[src/core/charger_control_defines.vh]
// Offsets, field positions, reset values and timing counts of the charger control registers.
`ifndef CHARGER_CONTROL_DEFINES_VH
`define CHARGER_CONTROL_DEFINES_VH
`define CHG_CTRL_ONE_ADDR 8'h37
`define FAST_CHG_ADDR 8'h38
`define FINISH_CTRL_ADDR 8'h39
`define CHG_CTRL_ONE_RESET 8'h44
`define FAST_CHG_RESET 8'h46
`define FINISH_CTRL_RESET 8'h63
`define FINISH_CTRL_RSVD_MASK 8'hE7
`define LOCK_KEY_MSB 1
`define LOCK_KEY_LSB 0
`define LOCK_KEY_OPEN 2'h3
`define BUCK_ENABLE_BIT 2
`define TEMP_PROFILE_BIT 3
`define THERMISTOR_DIS_BIT 4
`define GLITCH_EN_BIT 5
`define GLITCH_TIME_MSB 7
`define GLITCH_TIME_LSB 6
`define FCC_MSB 4
`define FCC_LSB 0
`define FCT_MSB 7
`define FCT_LSB 5
`define FINISH_THR_MSB 2
`define FINISH_THR_LSB 0
`define FINISH_TIME_MSB 7
`define FINISH_TIME_LSB 5
`define CLK_FREQ_HZ 25000000
`define GLITCH_STEP_MS 8'h32
`define MS_CYCLES (`CLK_FREQ_HZ / 1000)
`endif

[src/core/ldo_glitch_filter.v]
// Falling-edge hold-off timer that keeps the safe-output regulator on through short supply dips.
`timescale 1ns/1ns
`include "charger_control_defines.vh"
module ldo_glitch_filter #(
  parameter [31:0] MS_CYCLES = `MS_CYCLES
) (
  input wire ref_clk_i, // System clock.
  input wire srst_i, // Synchronous reset, active high.
  input wire supply_valid_i, // Synchronised input-valid level.
  input wire filter_enable_i, // Hold-off timer enable.
  input wire [1:0] filter_time_i, // Hold-off duration code.
  output reg ldo_enable_o // Safe-output regulator enable.
);
  reg [31:0] tick_cnt_reg;
  reg [7:0] ms_cnt_reg;
  wire [7:0] limit_ms;
  wire ms_tick;

  // Duration is 50 ms times one plus the code.
  assign limit_ms = {4'h0, 2'h0, filter_time_i} * `GLITCH_STEP_MS + `GLITCH_STEP_MS;
  assign ms_tick = (tick_cnt_reg == MS_CYCLES - 32'h1);

  // Millisecond enable and hold-off counter run only while the input is missing.
  always @(posedge ref_clk_i) begin
    if (srst_i || supply_valid_i) begin
      tick_cnt_reg <= 32'h0;
      ms_cnt_reg <= 8'h0;
    end else if (ms_tick) begin
      tick_cnt_reg <= 32'h0;
      if (ms_cnt_reg != 8'hFF)
        ms_cnt_reg <= ms_cnt_reg + 8'h1;
    end else begin
      tick_cnt_reg <= tick_cnt_reg + 32'h1;
    end
  end

  // Rising input enables at once; a fall disables after the hold-off expires, or at once while the timer is disabled.
  always @(posedge ref_clk_i) begin
    if (srst_i)
      ldo_enable_o <= 1'b0;
    else if (supply_valid_i)
      ldo_enable_o <= 1'b1;
    else if (!filter_enable_i)
      ldo_enable_o <= 1'b0;
    else if (ms_cnt_reg >= limit_ms)
      ldo_enable_o <= 1'b0;
  end
endmodule // ldo_glitch_filter

[src/core/charger_control_registers.v]
// Charger control register bank with settings lock and safe-output regulator hold-off.
//
// Behaviour
// - Lock key value 11 unlocks protected settings; other values lock; resets locked.
// - Fast-charge and finish registers accept writes only while unlocked.
// - Bit 2 enables the step-down converter; resets enabled.
// - Bit 3 zero enables temperature profile; extreme thresholds always sensed.
// - Bit 4 set disables thermistor monitoring; resets cleared.
// - Bit 5 enables regulator hold-off timer; resets disabled.
// - With timer enabled, regulator stays on through dips shorter than hold-off.
// - Hold-off only on falling input; rising valid input enables regulator immediately.
// - Bits 7:6 select 50, 100, 150 or 200 ms; reset 100 ms.
// - Five-bit code sets fast-charge current limit while charging enabled.
// - Three-bit timeout: 000 off, 4 to 9 hours, 111 sixteen hours.
// - Three-bit finish threshold 50 to 400 mA starts finish timer.
// - Finish timer 0 to 60 minutes; code 111 disables, never done.
`timescale 1ns/1ns
`include "charger_control_defines.vh"
module charger_control_registers (
  input wire ref_clk_i, // System clock, 25 MHz.
  input wire srst_i, // Synchronous reset, active high.
  input wire wr_en_i, // Register write strobe.
  input wire rd_en_i, // Register read strobe.
  input wire [7:0] addr_i, // Register address.
  input wire [7:0] wdata_i, // Write data.
  input wire charger_enable_i, // Charging enabled by the charger core.
  input wire charger_input_supply_i, // Input-valid level from the supply comparator pin.
  output reg [7:0] rdata_o, // Read data, registered.
  output reg rvalid_o, // Read data valid pulse.
  output reg settings_unlocked_o, // Protected settings writable.
  output reg buck_enable_o, // Step-down converter enable.
  output reg temperature_profile_enable_o, // Temperature profile active.
  output reg thermistor_enable_o, // Thermistor monitoring active.
  output reg ldo_enable_o, // Safe-output regulator enable.
  output reg [4:0] fast_charge_current_code_o, // Current limit code applied to the loop.
  output reg [2:0] fast_charge_timeout_o, // Fast-charge timeout code.
  output reg fast_charge_timer_enable_o, // Fast-charge timer active.
  output reg [2:0] finish_current_threshold_o, // Finish-current threshold code.
  output reg [2:0] finish_timer_duration_o, // Finish timer code.
  output reg finish_timer_enable_o // Finish timer active; low means never done.
);
  reg [7:0] ctrl_one_reg;
  reg [7:0] fast_chg_reg;
  reg [7:0] finish_reg;
  reg [2:0] supply_sync_reg;
  reg supply_valid_reg;
  reg [7:0] rdata_next;
  wire unlocked;
  wire ldo_enable;

  assign unlocked = (ctrl_one_reg[`LOCK_KEY_MSB:`LOCK_KEY_LSB] == `LOCK_KEY_OPEN);

  // Register writes; protected registers only take data while unlocked.
  always @(posedge ref_clk_i) begin
    if (srst_i) begin
      ctrl_one_reg <= `CHG_CTRL_ONE_RESET;
      fast_chg_reg <= `FAST_CHG_RESET;
      finish_reg <= `FINISH_CTRL_RESET;
    end else if (wr_en_i) begin
      if (addr_i == `CHG_CTRL_ONE_ADDR)
        ctrl_one_reg <= wdata_i;
      if (addr_i == `FAST_CHG_ADDR && unlocked)
        fast_chg_reg <= wdata_i;
      if (addr_i == `FINISH_CTRL_ADDR && unlocked)
        finish_reg <= wdata_i & `FINISH_CTRL_RSVD_MASK;
    end
  end

  // Read multiplexer; unmapped addresses read zero.
  always @* begin
    case (addr_i)
      `CHG_CTRL_ONE_ADDR: rdata_next = ctrl_one_reg;
      `FAST_CHG_ADDR: rdata_next = fast_chg_reg;
      `FINISH_CTRL_ADDR: rdata_next = finish_reg;
      default: rdata_next = 8'h00;
    endcase
  end

  always @(posedge ref_clk_i) begin
    if (srst_i) begin
      rdata_o <= 8'h00;
      rvalid_o <= 1'b0;
    end else begin
      rvalid_o <= rd_en_i;
      if (rd_en_i)
        rdata_o <= rdata_next;
    end
  end

  // Three-stage synchroniser; a change counts once stages two and three agree.
  always @(posedge ref_clk_i) begin
    if (srst_i) begin
      supply_sync_reg <= 3'h0;
      supply_valid_reg <= 1'b0;
    end else begin
      supply_sync_reg <= {supply_sync_reg[1:0], charger_input_supply_i};
      if (supply_sync_reg[1] == supply_sync_reg[2])
        supply_valid_reg <= supply_sync_reg[2];
    end
  end

  ldo_glitch_filter u_glitch (
    .ref_clk_i(ref_clk_i),
    .srst_i(srst_i),
    .supply_valid_i(supply_valid_reg),
    .filter_enable_i(ctrl_one_reg[`GLITCH_EN_BIT]),
    .filter_time_i(ctrl_one_reg[`GLITCH_TIME_MSB:`GLITCH_TIME_LSB]),
    .ldo_enable_o(ldo_enable)
  );

  // Decoded controls, each registered.
  always @(posedge ref_clk_i) begin
    if (srst_i) begin
      settings_unlocked_o <= 1'b0;
      buck_enable_o <= 1'b1;
      temperature_profile_enable_o <= 1'b1;
      thermistor_enable_o <= 1'b1;
      ldo_enable_o <= 1'b0;
      fast_charge_current_code_o <= 5'h00;
      fast_charge_timeout_o <= 3'h2;
      fast_charge_timer_enable_o <= 1'b1;
      finish_current_threshold_o <= 3'h3;
      finish_timer_duration_o <= 3'h3;
      finish_timer_enable_o <= 1'b1;
    end else begin
      settings_unlocked_o <= unlocked;
      buck_enable_o <= ctrl_one_reg[`BUCK_ENABLE_BIT];
      temperature_profile_enable_o <= ~ctrl_one_reg[`TEMP_PROFILE_BIT];
      thermistor_enable_o <= ~ctrl_one_reg[`THERMISTOR_DIS_BIT];
      ldo_enable_o <= ldo_enable;
      // Current code is only applied while charging; otherwise zero current.
      fast_charge_current_code_o <= charger_enable_i ? fast_chg_reg[`FCC_MSB:`FCC_LSB] : 5'h00;
      fast_charge_timeout_o <= fast_chg_reg[`FCT_MSB:`FCT_LSB];
      fast_charge_timer_enable_o <= (fast_chg_reg[`FCT_MSB:`FCT_LSB] != 3'h0);
      finish_current_threshold_o <= finish_reg[`FINISH_THR_MSB:`FINISH_THR_LSB];
      finish_timer_duration_o <= finish_reg[`FINISH_TIME_MSB:`FINISH_TIME_LSB];
      finish_timer_enable_o <= (finish_reg[`FINISH_TIME_MSB:`FINISH_TIME_LSB] != 3'h7);
    end
  end
endmodule // charger_control_registers

[config.mk]
export PLATFORM = sky130hd
export DESIGN_NAME = charger_control_registers
export DESIGN_NICKNAME = d
export VERILOG_FILES = /design/src/core/ldo_glitch_filter.v /design/src/core/charger_control_registers.v
export VERILOG_INCLUDE_DIRS = /design/src /design/src/core
export SDC_FILE = /design/constraint.sdc
export NUM_CORES = 1
export LEC_CHECK = 0
export BUFFER_PORTS_ARGS = -buffer_cell sky130_fd_sc_hd__buf_2
export CORE_ASPECT_RATIO = 0.5
export CORE_MARGIN = 1.5
export CORE_UTILIZATION = 35
export CTS_BUF_LIST = sky130_fd_sc_hd__clkbuf_8
export DETAILED_ROUTE_END_ITERATION = 10
export PLACE_DENSITY_LB_ADDON = 0.08
export SYNTH_ARGS = -nofsm -noshare
export SYNTH_HDL_FRONTEND = slang
export SYNTH_SLANG_ARGS = --single-unit
export TNS_END_PERCENT = 20
[constraint.sdc]
create_clock -name ref_clk_i -period 2.8 [get_ports ref_clk_i]
set_clock_uncertainty 0.2 [all_clocks]
set_input_delay 0.14 -clock ref_clk_i [delete_from_list [all_inputs] [get_ports ref_clk_i]]
set_output_delay 0.14 -clock ref_clk_i [all_outputs]
set_load 0.005 [all_outputs]
==> results.tsv, run 1 <==
stage	metric	value	unit
synthesis	synthAdderAreaFrac	0.0334	
timing	rsz0062_at_grt	false	
worst_setup_path	path_common_cell	ha_1	
place	dpl.hpwl	6.38	mm
synthesis	synth-seq-cells	97	
route	drt-total-wl	9.18	mm
worst_setup_path	crit_start	ctrl_one_reg[6]	
final_layout	drive_above_1_share	0.165	
synthesis	synth_common_cells	97 x dfxtp_1, 61 x nor2_1, 27 x nand2_1, 24 x nand3_1, 21 x a21oi_1	
cts	clk_path_buf_depth	2	
synthesis	synth_compound_area_frac	0.0817	
floorplan	die_h	79.7	um
floorplan	initial_utilization	0.367	
final_layout	fin_area	4860	um^2
synthesis	yosysSeqAreaShare	0.471	
worst_setup_path	reg2reg_from	ctrl_one_reg[6]	
synthesis	synthTopCellsByArea	dfxtp_1 47%, nor2_1 5.6%, xor2_1 3.6%	
power_and_ir_drop	p_comb_frac	0.037	
min_path	holdCritPathClass	input pin to flip-flop	
synthesis	synthSimpleGateAreaFrac	0.293	
timing	setup_tns	0	ps
timing	drv_slew	0	
floorplan	rows	27	
final_layout	num_antenna_cells	0	
worst_setup_path	critPathCaptureType	flip-flop	
global_routing	grt_pass1_vias	3053	
final_layout	nFillCells	1186	
place	placed_area	4540	um^2
timing	hold_viol_final	0	
min_path	whs_path_depth	5	
synthesis	synth_fp_nets	486	
worst_setup_path	arrival	2280	ps
timing	setup_viol	0	
timing	fmax	0.453	GHz
cts	insertion_delay	360	ps
final_layout	multiInputGateArea	2030	um^2
floorplan	fp.coreArea	11200	um^2
global_routing	grt_pass1_wl	15.2	mm
cts	cts_tree	built	
global_routing	antenna_found_initial	0	
timing	max-slew-margin-rel	0.563	
power_and_ir_drop	clockPowerShare	0.370	
global_routing	grt-ovfl-total	0	
synthesis	synth_top_family_by_area	simple AND/OR/NAND/NOR gates	
route	drtAntennaViolNets	0	
min_path	hp-start	addr_i[6]	
global_routing	grt.total_usage	0.156	
power_and_ir_drop	vdd_drop_max	0.207	mV
global_routing	grt_max_degree	44	
worst_setup_path	max_stage_delay	460	ps
cts	cts_buffers	9	
route	drc_errors	0	
synthesis	syn-instance-count	453	
final_layout	syn2layout_area_growth	17.9	%
power_and_ir_drop	fin_total_pwr	2350	uW
cts	clock-root-buffer	clkbuf_8	
final_layout	largest_reg_flops	32	
route	wl_per_cell	13.5	um
power_and_ir_drop	power_density	483	nW/um^2
timing	worst_slew_pin_slew	656	ps
route	vias	3337	
min_path	whs_endpoint	ctrl_one_reg[0]	
cts	cts.sinks	97	
cts	h-tree-depth	3	
route	drt_iter0_drc	151	
timing	fin_crit_sh	0.788	
synthesis	synth_ff_type	dfxtp_1	
route	first_pass_iters	4	
synthesis	syn_area	4120	um^2
floorplan	pin_count	52	
worst_setup_path	worstSetupPathType	flip-flop to flip-flop	
worst_setup_path	critPathSlowestCell	dfxtp_1	
worst_setup_path	r2r_slack	590	ps
worst_setup_path	critPathLaunchType	flip-flop	
power_and_ir_drop	p_switching	580	uW
synthesis	synth_top_area_share	0.471	
worst_setup_path	worstPathMaxFanout	6	
synthesis	syn_avg_cell_area	9.10	um^2
worst_setup_path	cp_cell_sequence	inv_1 > ha_1 > xnor2_1 > ha_1 > a2111oi_0 > nand2_1 > a211oi_1	
synthesis	yosysMostFrequentCell	dfxtp_1	
synthesis	synth_xor_area_frac	0.0659	
final_layout	ff_latch_area	1940	um^2
cts	clk_pin_slew	110	ps
synthesis	postSynth.asyncResetShare	0	
worst_setup_path	reg2reg_to	u_glitch.ldo_enable_o	
worst_setup_path	r2r_cells	7	
worst_setup_path	cp.required	2870	ps
place	io_buffers	51	
timing	fin_crit	2210	ps
synthesis	synth_edf_count	0	
synthesis	synthMuxAreaShare	0.0194	
power_and_ir_drop	internal_power	1770	uW
route	drt-vias-per-instance	4.91	
flow_run	max-cap-violations	0	
outcome	status	completed	
synthesis	yosysUniqueCellTypes	42	
floorplan	die_w	156	um
cts	post-cts-setup-buffers	0	
power_and_ir_drop	sequentialPowerShare	0.593	
synthesis	yosysTopAreaCell	dfxtp_1	
place	gp_congestion	0.723	
synthesis	yosysWarnings	0	
power_and_ir_drop	p_leak	0.00186	uW
floorplan	fp.dieArea	12500	um^2
power_and_ir_drop	switching_share	0.247	
final_layout	nets	549	
-- cells by family (layout without fill, tap and decap cells) --
| logic type | after synthesis | after routing |
|---|---|---|
| AOI/OAI and AO/OA | 50 | 50 |
| xor gates and xnor gates | 31 | 31 |
| adders and majority gates | 11 | 11 |
| buffers and inverters | 33 | 101 |
| DFF | 97 | 97 |
| muxes | 8 | 8 |
| and+or+nand+nor | 223 | 223 |
-- area by class of cell --
type                       instances  area share
clock buffer                       9      0.0255
clock inverter                     7      0.0124
inverter                          12     0.00927
multi-input combinational        323       0.419
sequential                        97       0.400
tap                              159      0.0409
timing repair buffer              73      0.0937
-- stage by stage --
step | hold WS, ps | setup slack (ps) | cells | utilization
final | 104 | 593 | 680 | 0.433
after global routing | 98.2 | 366 | 680 | 0.433
after CTS | 68.4 | 563 | 680 | 0.433
after detailed placement | 167 | 602 | 650 | 0.404
after global placement | 150 | 579 | 650 | 0.404
after floorplan | 57.9 | 862 | 453 | -
-- critical path: cells and delay by family (launching register included) --
kind	cells	cell delay, ps
flip-flops	1	460
AO/OA/AOI/OAI	2	520
buffers and inverters	1	130
XOR/XNOR	1	140
AND/OR/NAND/NOR	1	110
adder cells (fa/ha/maj)	2	560
-- power groups by stage --
| stage | clock [uW] | combinational [uW] | sequential (uW) |
|---|---|---|---|
| after detailed placement | 0 | 74.6 | 1420 |
| after global routing | 962 | 96.5 | 1390 |
| final | 867 | 87.1 | 1390 |
| after floorplan | 0 | 41.0 | 1420 |
| after CTS | 902 | 88.5 | 1390 |
| after global placement | 0 | 74.9 | 1420 |
-- how the worst max path moves through the flow --
stage / to / slack, ps
final: u_glitch.ldo_enable_o / 590
after global routing: u_glitch.ldo_enable_o / 370
after CTS: u_glitch.ldo_enable_o / 560
after detailed placement: u_glitch.ldo_enable_o / 600
after global placement: u_glitch.ldo_enable_o / 580
after floorplan: u_glitch.ldo_enable_o / 860
-- metal layers --
| layer | track usage | vias up | share of wire |
|---|---|---|---|
| li1 | - | 1708 | - |
| met1 | 0.204 | 1564 | 0.51 |
| met2 | 0.256 | 56 | 0.44 |
| met3 | 0.0445 | 9 | 0.040 |
| met4 | 0.0343 | 0 | 0.0073 |
| met5 | 0 | - | 0 |
-- cell usage in the layout (no fill, tap or decap), drive strengths merged, types with 2 or more instances in the layout --
| cell | netlist | final |
|---|---|---|
| nor4 | 11 | 11 |
| dlygate4sd3 | 0 | 14 |
| or3 | 6 | 6 |
| a21oi | 21 | 21 |
| xor2 | 17 | 17 |
| nand3 | 24 | 24 |
| xnor2 | 14 | 14 |
| o21ai | 6 | 6 |
| nand2b | 3 | 3 |
| ha | 11 | 11 |
| nor2b | 19 | 19 |
| buf | 8 | 59 |
| a211o | 8 | 8 |
| and3 | 12 | 12 |
| a211oi | 3 | 3 |
| mux2i | 8 | 8 |
| a22oi | 2 | 2 |
| dfxtp | 97 | 97 |
| and2 | 9 | 9 |
| nor2 | 61 | 61 |
| a221o | 6 | 6 |
| nand2 | 27 | 27 |
| nand4 | 12 | 12 |
| nor3 | 10 | 10 |
| o32ai | 2 | 2 |
| or2 | 8 | 8 |
| clkbuf | 13 | 9 |
| clkinv | 0 | 3 |
| and4 | 12 | 12 |
| inv | 12 | 16 |
| nor4b | 2 | 2 |
-- repair_timing --
item                                   CTS  global route
gates resized for setup                  0             0
endpoints found under the hold margin   29             0
hold buffers                            14             0
Note: power is estimated with default switching activity, not from simulation.
==> inputs of run 2 (changes only) <==
ABC_AREA = 1   (was unset)
clock period = 1.8 ns   (was 2.8 ns; I/O delays follow)
==> run 2 against run 1 <==
Net effect:
- combinational power increased by 130%
- clock power rose by 63%
- via count grew 35%
- flip-flop and latch count stayed put
- critical path depth up 6
- cell count grew 40%
- critical path type unchanged
- critical endpoint unchanged
==> results.tsv, run 2 <==
stage	metric	value	unit	change
outcome	status	completed		unchanged
route	wl_per_cell	13.2	um	was 13.5 um
place	gp_congestion	0.924		was 0.723
cts	clk_path_buf_depth	2		unchanged
worst_setup_path	max_stage_delay	340	ps	was 460 ps
global_routing	grt_max_degree	20		was 44
final_layout	largest_reg_flops	32		unchanged
worst_setup_path	worstPathMaxFanout	4		was 6
route	drtAntennaViolNets	0		unchanged
synthesis	yosysTopAreaCell	dfxtp_1		unchanged
timing	drv_slew	0		unchanged
synthesis	synth_fp_nets	699		was 486
synthesis	syn-instance-count	666		was 453
worst_setup_path	cpLargestDelayFamily	adder cells		unchanged
cts	h-tree-depth	3		unchanged
worst_setup_path	critPathSlowestCell	dfxtp_2		was dfxtp_1
cts	insertion_delay	380	ps	was 360 ps
synthesis	synthMuxAreaShare	0		was 0.0194
cts	clock-root-buffer	clkbuf_8		unchanged
worst_setup_path	r2r_cells	13		was 7
timing	hold_viol_final	0		unchanged
synthesis	synth-seq-cells	97		unchanged
power_and_ir_drop	vdd_drop_max	0.359	mV	was 0.207 mV
synthesis	synth_compound_area_frac	0.0980		was 0.0817
route	first_pass_iters	5		was 4
floorplan	pin_count	52		unchanged
cts	clk_pin_slew	110	ps	about the same
timing	fin_crit	1730	ps	was 2210 ps
synthesis	syn_avg_cell_area	7.00	um^2	was 9.10 um^2
route	drt_iter0_drc	293		was 151
final_layout	drive_above_1_share	0.207		was 0.165
final_layout	num_antenna_cells	0		unchanged
floorplan	fp.dieArea	14100	um^2	was 12500 um^2
synthesis	synth_top_family_by_area	simple AND/OR/NAND/NOR gates		unchanged
synthesis	synth_edf_count	0		unchanged
synthesis	yosysMostFrequentCell	nand2_1		was dfxtp_1
timing	fin_crit_sh	0.963		was 0.788
final_layout	mostFrequentLayoutCells	159 x nand2_1, 92 x nor2_1, 92 x dfxtp_1, 74 x inv_1, 64 x nand3_1		was 97 x dfxtp_1, 61 x nor2_1, 51 x buf_2, 27 x nand2_1, 24 x nand3_1
synthesis	synth_top_area_share	0.417		was 0.471
cts	cts.sinks	97		unchanged
worst_setup_path	path_common_cell	nand2_1		was ha_1
timing	worst_slew_pin_slew	317	ps	was 656 ps
global_routing	grt.total_usage	0.189		was 0.156
synthesis	yosysUniqueCellTypes	33		was 42
floorplan	rows	29		was 27
route	drt-total-wl	12.6	mm	was 9.18 mm
global_routing	antenna_found_initial	0		unchanged
synthesis	synthAdderAreaFrac	0.0295		was 0.0334
worst_setup_path	critPathCaptureType	flip-flop		unchanged
final_layout	fin_area	5890	um^2	was 4860 um^2
synthesis	yosysSeqAreaShare	0.417		was 0.471
final_layout	syn2layout_area_growth	26.3	%	was 17.9%
route	drc_errors	0		unchanged
cts	cts_tree	built		unchanged
timing	rsz0062_at_grt	true		was false
synthesis	synth_common_cells	161 x nand2_1, 98 x nor2_1, 97 x dfxtp_1, 77 x inv_1, 65 x nand3_1		was 97 x dfxtp_1, 61 x nor2_1, 27 x nand2_1, 24 x nand3_1, 21 x a21oi_1
synthesis	postSynth.asyncResetShare	0		unchanged
synthesis	synth_xor_area_frac	0.0207		was 0.0659
route	drt-vias-per-instance	4.73		was 4.91
timing	setup_viol	0		unchanged
route	vias	4513		was 3337
min_path	holdCritPathClass	input pin to flip-flop		unchanged
synthesis	synthSimpleGateAreaFrac	0.346		was 0.293
synthesis	syn_area	4660	um^2	was 4120 um^2
worst_setup_path	crit_buf_inv	3		was 1
synthesis	yosysWarnings	0		unchanged
worst_setup_path	cp.required	1910	ps	was 2870 ps
timing	whs	14.2	ps	was 104 ps
floorplan	die_h	84.6	um	was 79.7 um
place	dpl.hpwl	9.68	mm	was 6.38 mm
place	placed_area	5350	um^2	was 4540 um^2
worst_setup_path	reg2reg_from	ctrl_one_reg[6]		unchanged
worst_setup_path	crit_start	ctrl_one_reg[6]		unchanged
worst_setup_path	r2r_slack	70	ps	was 590 ps
worst_setup_path	endpoint	u_glitch.ldo_enable_o		unchanged
synthesis	synth_ff_type	dfxtp_1		unchanged
worst_setup_path	critPathLaunchType	flip-flop		unchanged
final_layout	layout.cells.most_common	nand2_1		was dfxtp_1
flow_run	max-cap-violations	0		unchanged
worst_setup_path	reg2reg_to	u_glitch.ldo_enable_o		unchanged
worst_setup_path	arrival	1850	ps	was 2280 ps
power_and_ir_drop	p_leak	0.00237	uW	was 0.00186 uW
worst_setup_path	cp_num_cells	13		was 7
global_routing	grt_pass1_wl	21.0	mm	was 15.2 mm
cts	cts_buffers	9		unchanged
place	io_buffers	51		unchanged
floorplan	initial_utilization	0.363		was 0.367
timing	fmax	0.577	GHz	was 0.453 GHz
power_and_ir_drop	fin_total_pwr	3780	uW	was 2350 uW
power_and_ir_drop	power_density	641	nW/um^2	was 483 nW/um^2
worst_setup_path	worstSetupPathType	flip-flop to flip-flop		unchanged
global_routing	grt_pass1_vias	4190		was 3053
global_routing	grt-ovfl-total	0		unchanged
floorplan	die_w	166	um	was 156 um
final_layout	nets	813		was 549
final_layout	nFillCells	1411		was 1186
floorplan	fp.coreArea	12800	um^2	was 11200 um^2
synthesis	synthTopCellsByArea	dfxtp_1 42%, nand2_1 13%, nor2_1 7.9%		was dfxtp_1 47%, nor2_1 5.6%, xor2_1 3.6%
worst_setup_path	cp_cell_sequence	buf_4 > ha_2 > inv_1 > ha_1 > nand2_1 > inv_1 > nand2_1 > nand2_1 > nand2_1 > nand2_1 > nand2_1 > nand2_1 > a21oi_1		was inv_1 > ha_1 > xnor2_1 > ha_1 > a2111oi_0 > nand2_1 > a211oi_1
timing	max-slew-margin-rel	0.788		was 0.563
run 2: cell types whose count changed after synthesis, sizes merged, moves of 9 or more:
cell,before,now
a21oi,21,54
xnor2,14,4
nand3,24,67
inv,12,81
nor3,10,21
and3,12,0
nor4,11,0
xor2,17,7
and4,12,0
nor2,61,106
o21ai,6,20
nand2,27,164
nor2b,19,0
and2,9,0
run 2: metrics by stage:
stage / TNS [ps] / util / instances / worst slack (ps)
2_1_floorplan: 0 / - / 666 / 7.66
6_report: 0 / 0.458 / 954 / 66.2
3_3_place_gp: 0 / 0.416 / 911 / 42.0
3_5_place_dp: 0 / 0.416 / 911 / 14.5
5_1_grt: -40.8 / 0.458 / 954 / -40.8
4_1_cts: 0 / 0.453 / 953 / 38.3
run 2: power breakdown:
group	total (uW)	internal, uW	switching [uW]
Combinational	198	92.4	105
Clock	1410	533	879
Sequential	2160	2160	6.48
Total	3780	2780	991
run 2: metal layers:
layer	vias up	track usage	part of all wire
li1	2357	-	-
met1	2056	0.261	0.51
met2	93	0.305	0.44
met3	7	0.0420	0.045
met4	0	0.0350	0.0058
met5	-	0	0
run 2: worst min-delay path: cells and delay by family:
family          cells  cell delay (ps)
buf+inv             1              100
compound gates      2              190
simple gates        3              190
run 2: cell families after synthesis:
group,Yosys count
xor gates and xnor gates,11
AOI/OAI and AO/OA,82
and+or+nand+nor,369
buffers and inverters,96
DFF,97
adders and majority gates,11
run 2: final cells by class:
| type | instances | area (um^2) | area share |
|---|---|---|---|
| clock buffer | 9 | 124 | 0.0210 |
| clock inverter | 6 | 57.6 | 0.00977 |
| inverter | 82 | 310 | 0.0527 |
| multi-input combinational | 473 | 2380 | 0.404 |
| sequential | 97 | 1950 | 0.331 |
| tap | 170 | 213 | 0.0361 |
| timing repair buffer | 117 | 856 | 0.145 |
run 2: worst min-delay path by stage:
stage,end,startpoint,cells after the start
finish,rdata_o[4],addr_i[7],6
global route,rdata_o[4],addr_i[7],6
CTS,rdata_o[4],addr_i[7],6
detailed placement,supply_sync_reg[0],charger_input_supply_i,3
global placement,supply_sync_reg[0],charger_input_supply_i,3
floorplan,supply_sync_reg[0],charger_input_supply_i,2
run 2: what timing repair did:
item | 4_1_cts | 5_1_grt
setup endpoints to repair | 1 | 45
buffers inserted | 0 | 1
pin swaps | 0 | 1
hold buffers | 27 | 0
gates resized for setup | 1 | 29
hold endpoints to repair | 48 | 0
==> inputs of run 3 (changes only) <==
CELL_PAD_IN_SITES_DETAIL_PLACEMENT = 1   (was unset)
CELL_PAD_IN_SITES_GLOBAL_PLACEMENT = 1   (was unset)
==> run 3 against run 2 <==
Net effect:
- die area unchanged
- first-iteration DRC count down 24%
- via count up 1.3%
- highest routed layer unchanged
==> results.tsv, run 3 (same netlist as run 2, synthesis figures left out) <==
stage	metric	value	unit	change
final_layout	largest_reg_flops	32		unchanged
cts	cts_buffers	9		unchanged
worst_setup_path	critPathCaptureType	flip-flop		unchanged
place	place_ws	-61.8	ps	was 14.5 ps
route	vias	4570		was 4513
worst_setup_path	arrival	1900	ps	was 1850 ps
final_layout	layout.cells.most_common	nand2_1		unchanged
outcome	status	completed		unchanged
global_routing	grt_max_degree	23		was 20
floorplan	rows	29		unchanged
floorplan	die_h	84.6	um	unchanged
final_layout	syn2layout_area_growth	27.0	%	was 26.3%
power_and_ir_drop	vdd_drop_max	0.363	mV	was 0.359 mV
place	gp_congestion	0.826		was 0.924
timing	fmax	0.562	GHz	was 0.577 GHz
cts	clock-root-buffer	clkbuf_8		unchanged
worst_setup_path	worstPathMaxFanout	2		was 4
final_layout	num_antenna_cells	0		unchanged
route	drt_iter0_drc	224		was 293
timing	hold_viol_final	0		unchanged
floorplan	pin_count	52		unchanged
timing	fin_crit_sh	0.988		was 0.963
timing	fin_crit	1780	ps	was 1730 ps
floorplan	initial_utilization	0.363		unchanged
worst_setup_path	critPathSlowestCell	dfxtp_2		unchanged
worst_setup_path	r2r_cells	9		was 13
timing	setup_ws	21.5	ps	was 66.2 ps
worst_setup_path	crit_start	ctrl_one_reg[6]		unchanged
timing	worst_slew_pin_slew	342	ps	was 317 ps
cts	cts.sinks	97		unchanged
global_routing	grt_pass1_vias	4513		was 4190
global_routing	grt.total_usage	0.208		was 0.189
route	drc_errors	0		unchanged
timing	setup_viol	0		unchanged
place	dpl.hpwl	10.6	mm	was 9.68 mm
worst_setup_path	critPathLaunchType	flip-flop		unchanged
min_path	holdCritPathClass	input pin to flip-flop		unchanged
power_and_ir_drop	p_leak	0.00239	uW	was 0.00237 uW
min_path	whs_path_depth	6		unchanged
flow_run	max-cap-violations	0		unchanged
power_and_ir_drop	power_density	649	nW/um^2	was 641 nW/um^2
worst_setup_path	cp_cell_sequence	inv_2 > ha_4 > xnor2_1 > ha_1 > a21oi_1 > nand2_1 > nand2_1 > nand2_1 > a21oi_2		was buf_4 > ha_2 > inv_1 > ha_1 > nand2_1 > inv_1 > nand2_1 > nand2_1 > nand2_1 > nand2_1 > nand2_1 > nand2_1 > a21oi_1
floorplan	fp.coreArea	12800	um^2	unchanged
global_routing	grt-ovfl-total	0		unchanged
timing	rsz0062_at_grt	true		unchanged
cts	insertion_delay	380	ps	about the same
worst_setup_path	path_common_cell	nand2_1		unchanged
min_path	hp-start	addr_i[3]		was addr_i[7]
route	drt-total-wl	14.1	mm	was 12.6 mm
floorplan	die_w	166	um	unchanged
route	first_pass_iters	6		was 5
cts	clk_path_buf_depth	2		unchanged
power_and_ir_drop	fin_total_pwr	3840	uW	was 3780 uW
route	drt-vias-per-instance	4.80		was 4.73
final_layout	drive_above_1_share	0.221		was 0.207
cts	h-tree-depth	3		unchanged
worst_setup_path	reg2reg_from	ctrl_one_reg[6]		unchanged
route	wl_per_cell	14.7	um	was 13.2 um
final_layout	nets	812		was 813
place	io_buffers	51		unchanged
timing	max-slew-margin-rel	0.772		was 0.788
cts	cts_tree	built		unchanged
floorplan	fp.dieArea	14100	um^2	unchanged
worst_setup_path	worstSetupPathType	flip-flop to flip-flop		unchanged
global_routing	grt_pass1_wl	23.0	mm	was 21.0 mm
cts	clk_pin_slew	100	ps	was 110 ps
worst_setup_path	max_stage_delay	360	ps	was 340 ps
global_routing	antenna_found_initial	0		unchanged
worst_setup_path	cp.required	1920	ps	was 1910 ps
timing	drv_slew	0		unchanged
route	drtAntennaViolNets	0		unchanged
final_layout	mostFrequentLayoutCells	157 x nand2_1, 91 x dfxtp_1, 86 x nor2_1, 75 x inv_1, 65 x nand3_1		was 159 x nand2_1, 92 x nor2_1, 92 x dfxtp_1, 74 x inv_1, 64 x nand3_1
==> run 3: cell count changes in the layout (fill, tap and decap cells not counted), moves of 2 or more <==
cell           delta
nand2_1           -2
nor2_1            -6
inv_8             -2
o21ai_1           -4
nor2_2            +7
a21oi_1           -2
dlygate4sd3_1     -3
a21oi_2           +2
o21ai_0           +4
==> run 3: critical path, delay by kind of cell, from the launching register on <==
kind / cells / cell delay (ps)
and+or+nand+nor: 3 / 190
AOI/OAI and AO/OA: 2 / 270
xor gates and xnor gates: 1 / 120
DFF: 1 / 360
buffers and inverters: 1 / 50
adders and majority gates: 2 / 530
==> run 3: area by class of cell <==
| class | instances | area [um^2] |
|---|---|---|
| repair buffers | 116 | 845 |
| fillers | 1662 | 6930 |
| clock buffers | 9 | 124 |
| clock inverters | 6 | 67.6 |
| flip-flops and latches | 97 | 1950 |
| inverters | 82 | 310 |
| multi-input cells | 473 | 2410 |
| well taps | 170 | 213 |
==> run 3: timing repair <==
action	in CTS	in global routing
endpoints found under the hold margin	40	0
setup buffers	0	1
resized for setup	2	36
pin swaps	0	1
setup endpoints to repair	1	48
hold buffers	24	0
==> run 3: layer usage <==
layer / track usage / up-vias / part of all wire
li1: - / 2351 / -
met1: 0.278 / 2156 / 0.51
met2: 0.353 / 54 / 0.46
met3: 0.0415 / 9 / 0.028
met4: 0.0375 / 0 / 0.0062
met5: 0 / - / 0
==> run 3: final timing paths <==
path                                               to  slack, ps
worst max-delay path            u_glitch.ldo_enable_o         20
worst min-delay path                       rdata_o[6]         50
worst max register to register  u_glitch.ldo_enable_o         20
worst min register to register     supply_sync_reg[1]        210
==> run 3: metrics by stage <==
stage                     setup TNS [ps]   util  area (um^2)  hold WS (ps)  cells
after CTS                              0  0.452         5810          23.6    952
after detailed placement           -61.8  0.418         5360           104    913
final                                  0  0.461         5920          48.1    953
after global routing                -169  0.461         5920          42.1    953
after global placement                 0  0.418         5360          92.3    913
after floorplan                        0      -         4660         -3.03    666
==> run 3: power breakdown <==
part | total [uW] | switching (uW) | leakage [uW] | internal, uW
registers | 2170 | 8.40 | 0.000785 | 2160
clock network | 1470 | 829 | 0.0000975 | 644
logic | 202 | 109 | 0.00151 | 93.1
total | 3840 | 946 | 0.00239 | 2890
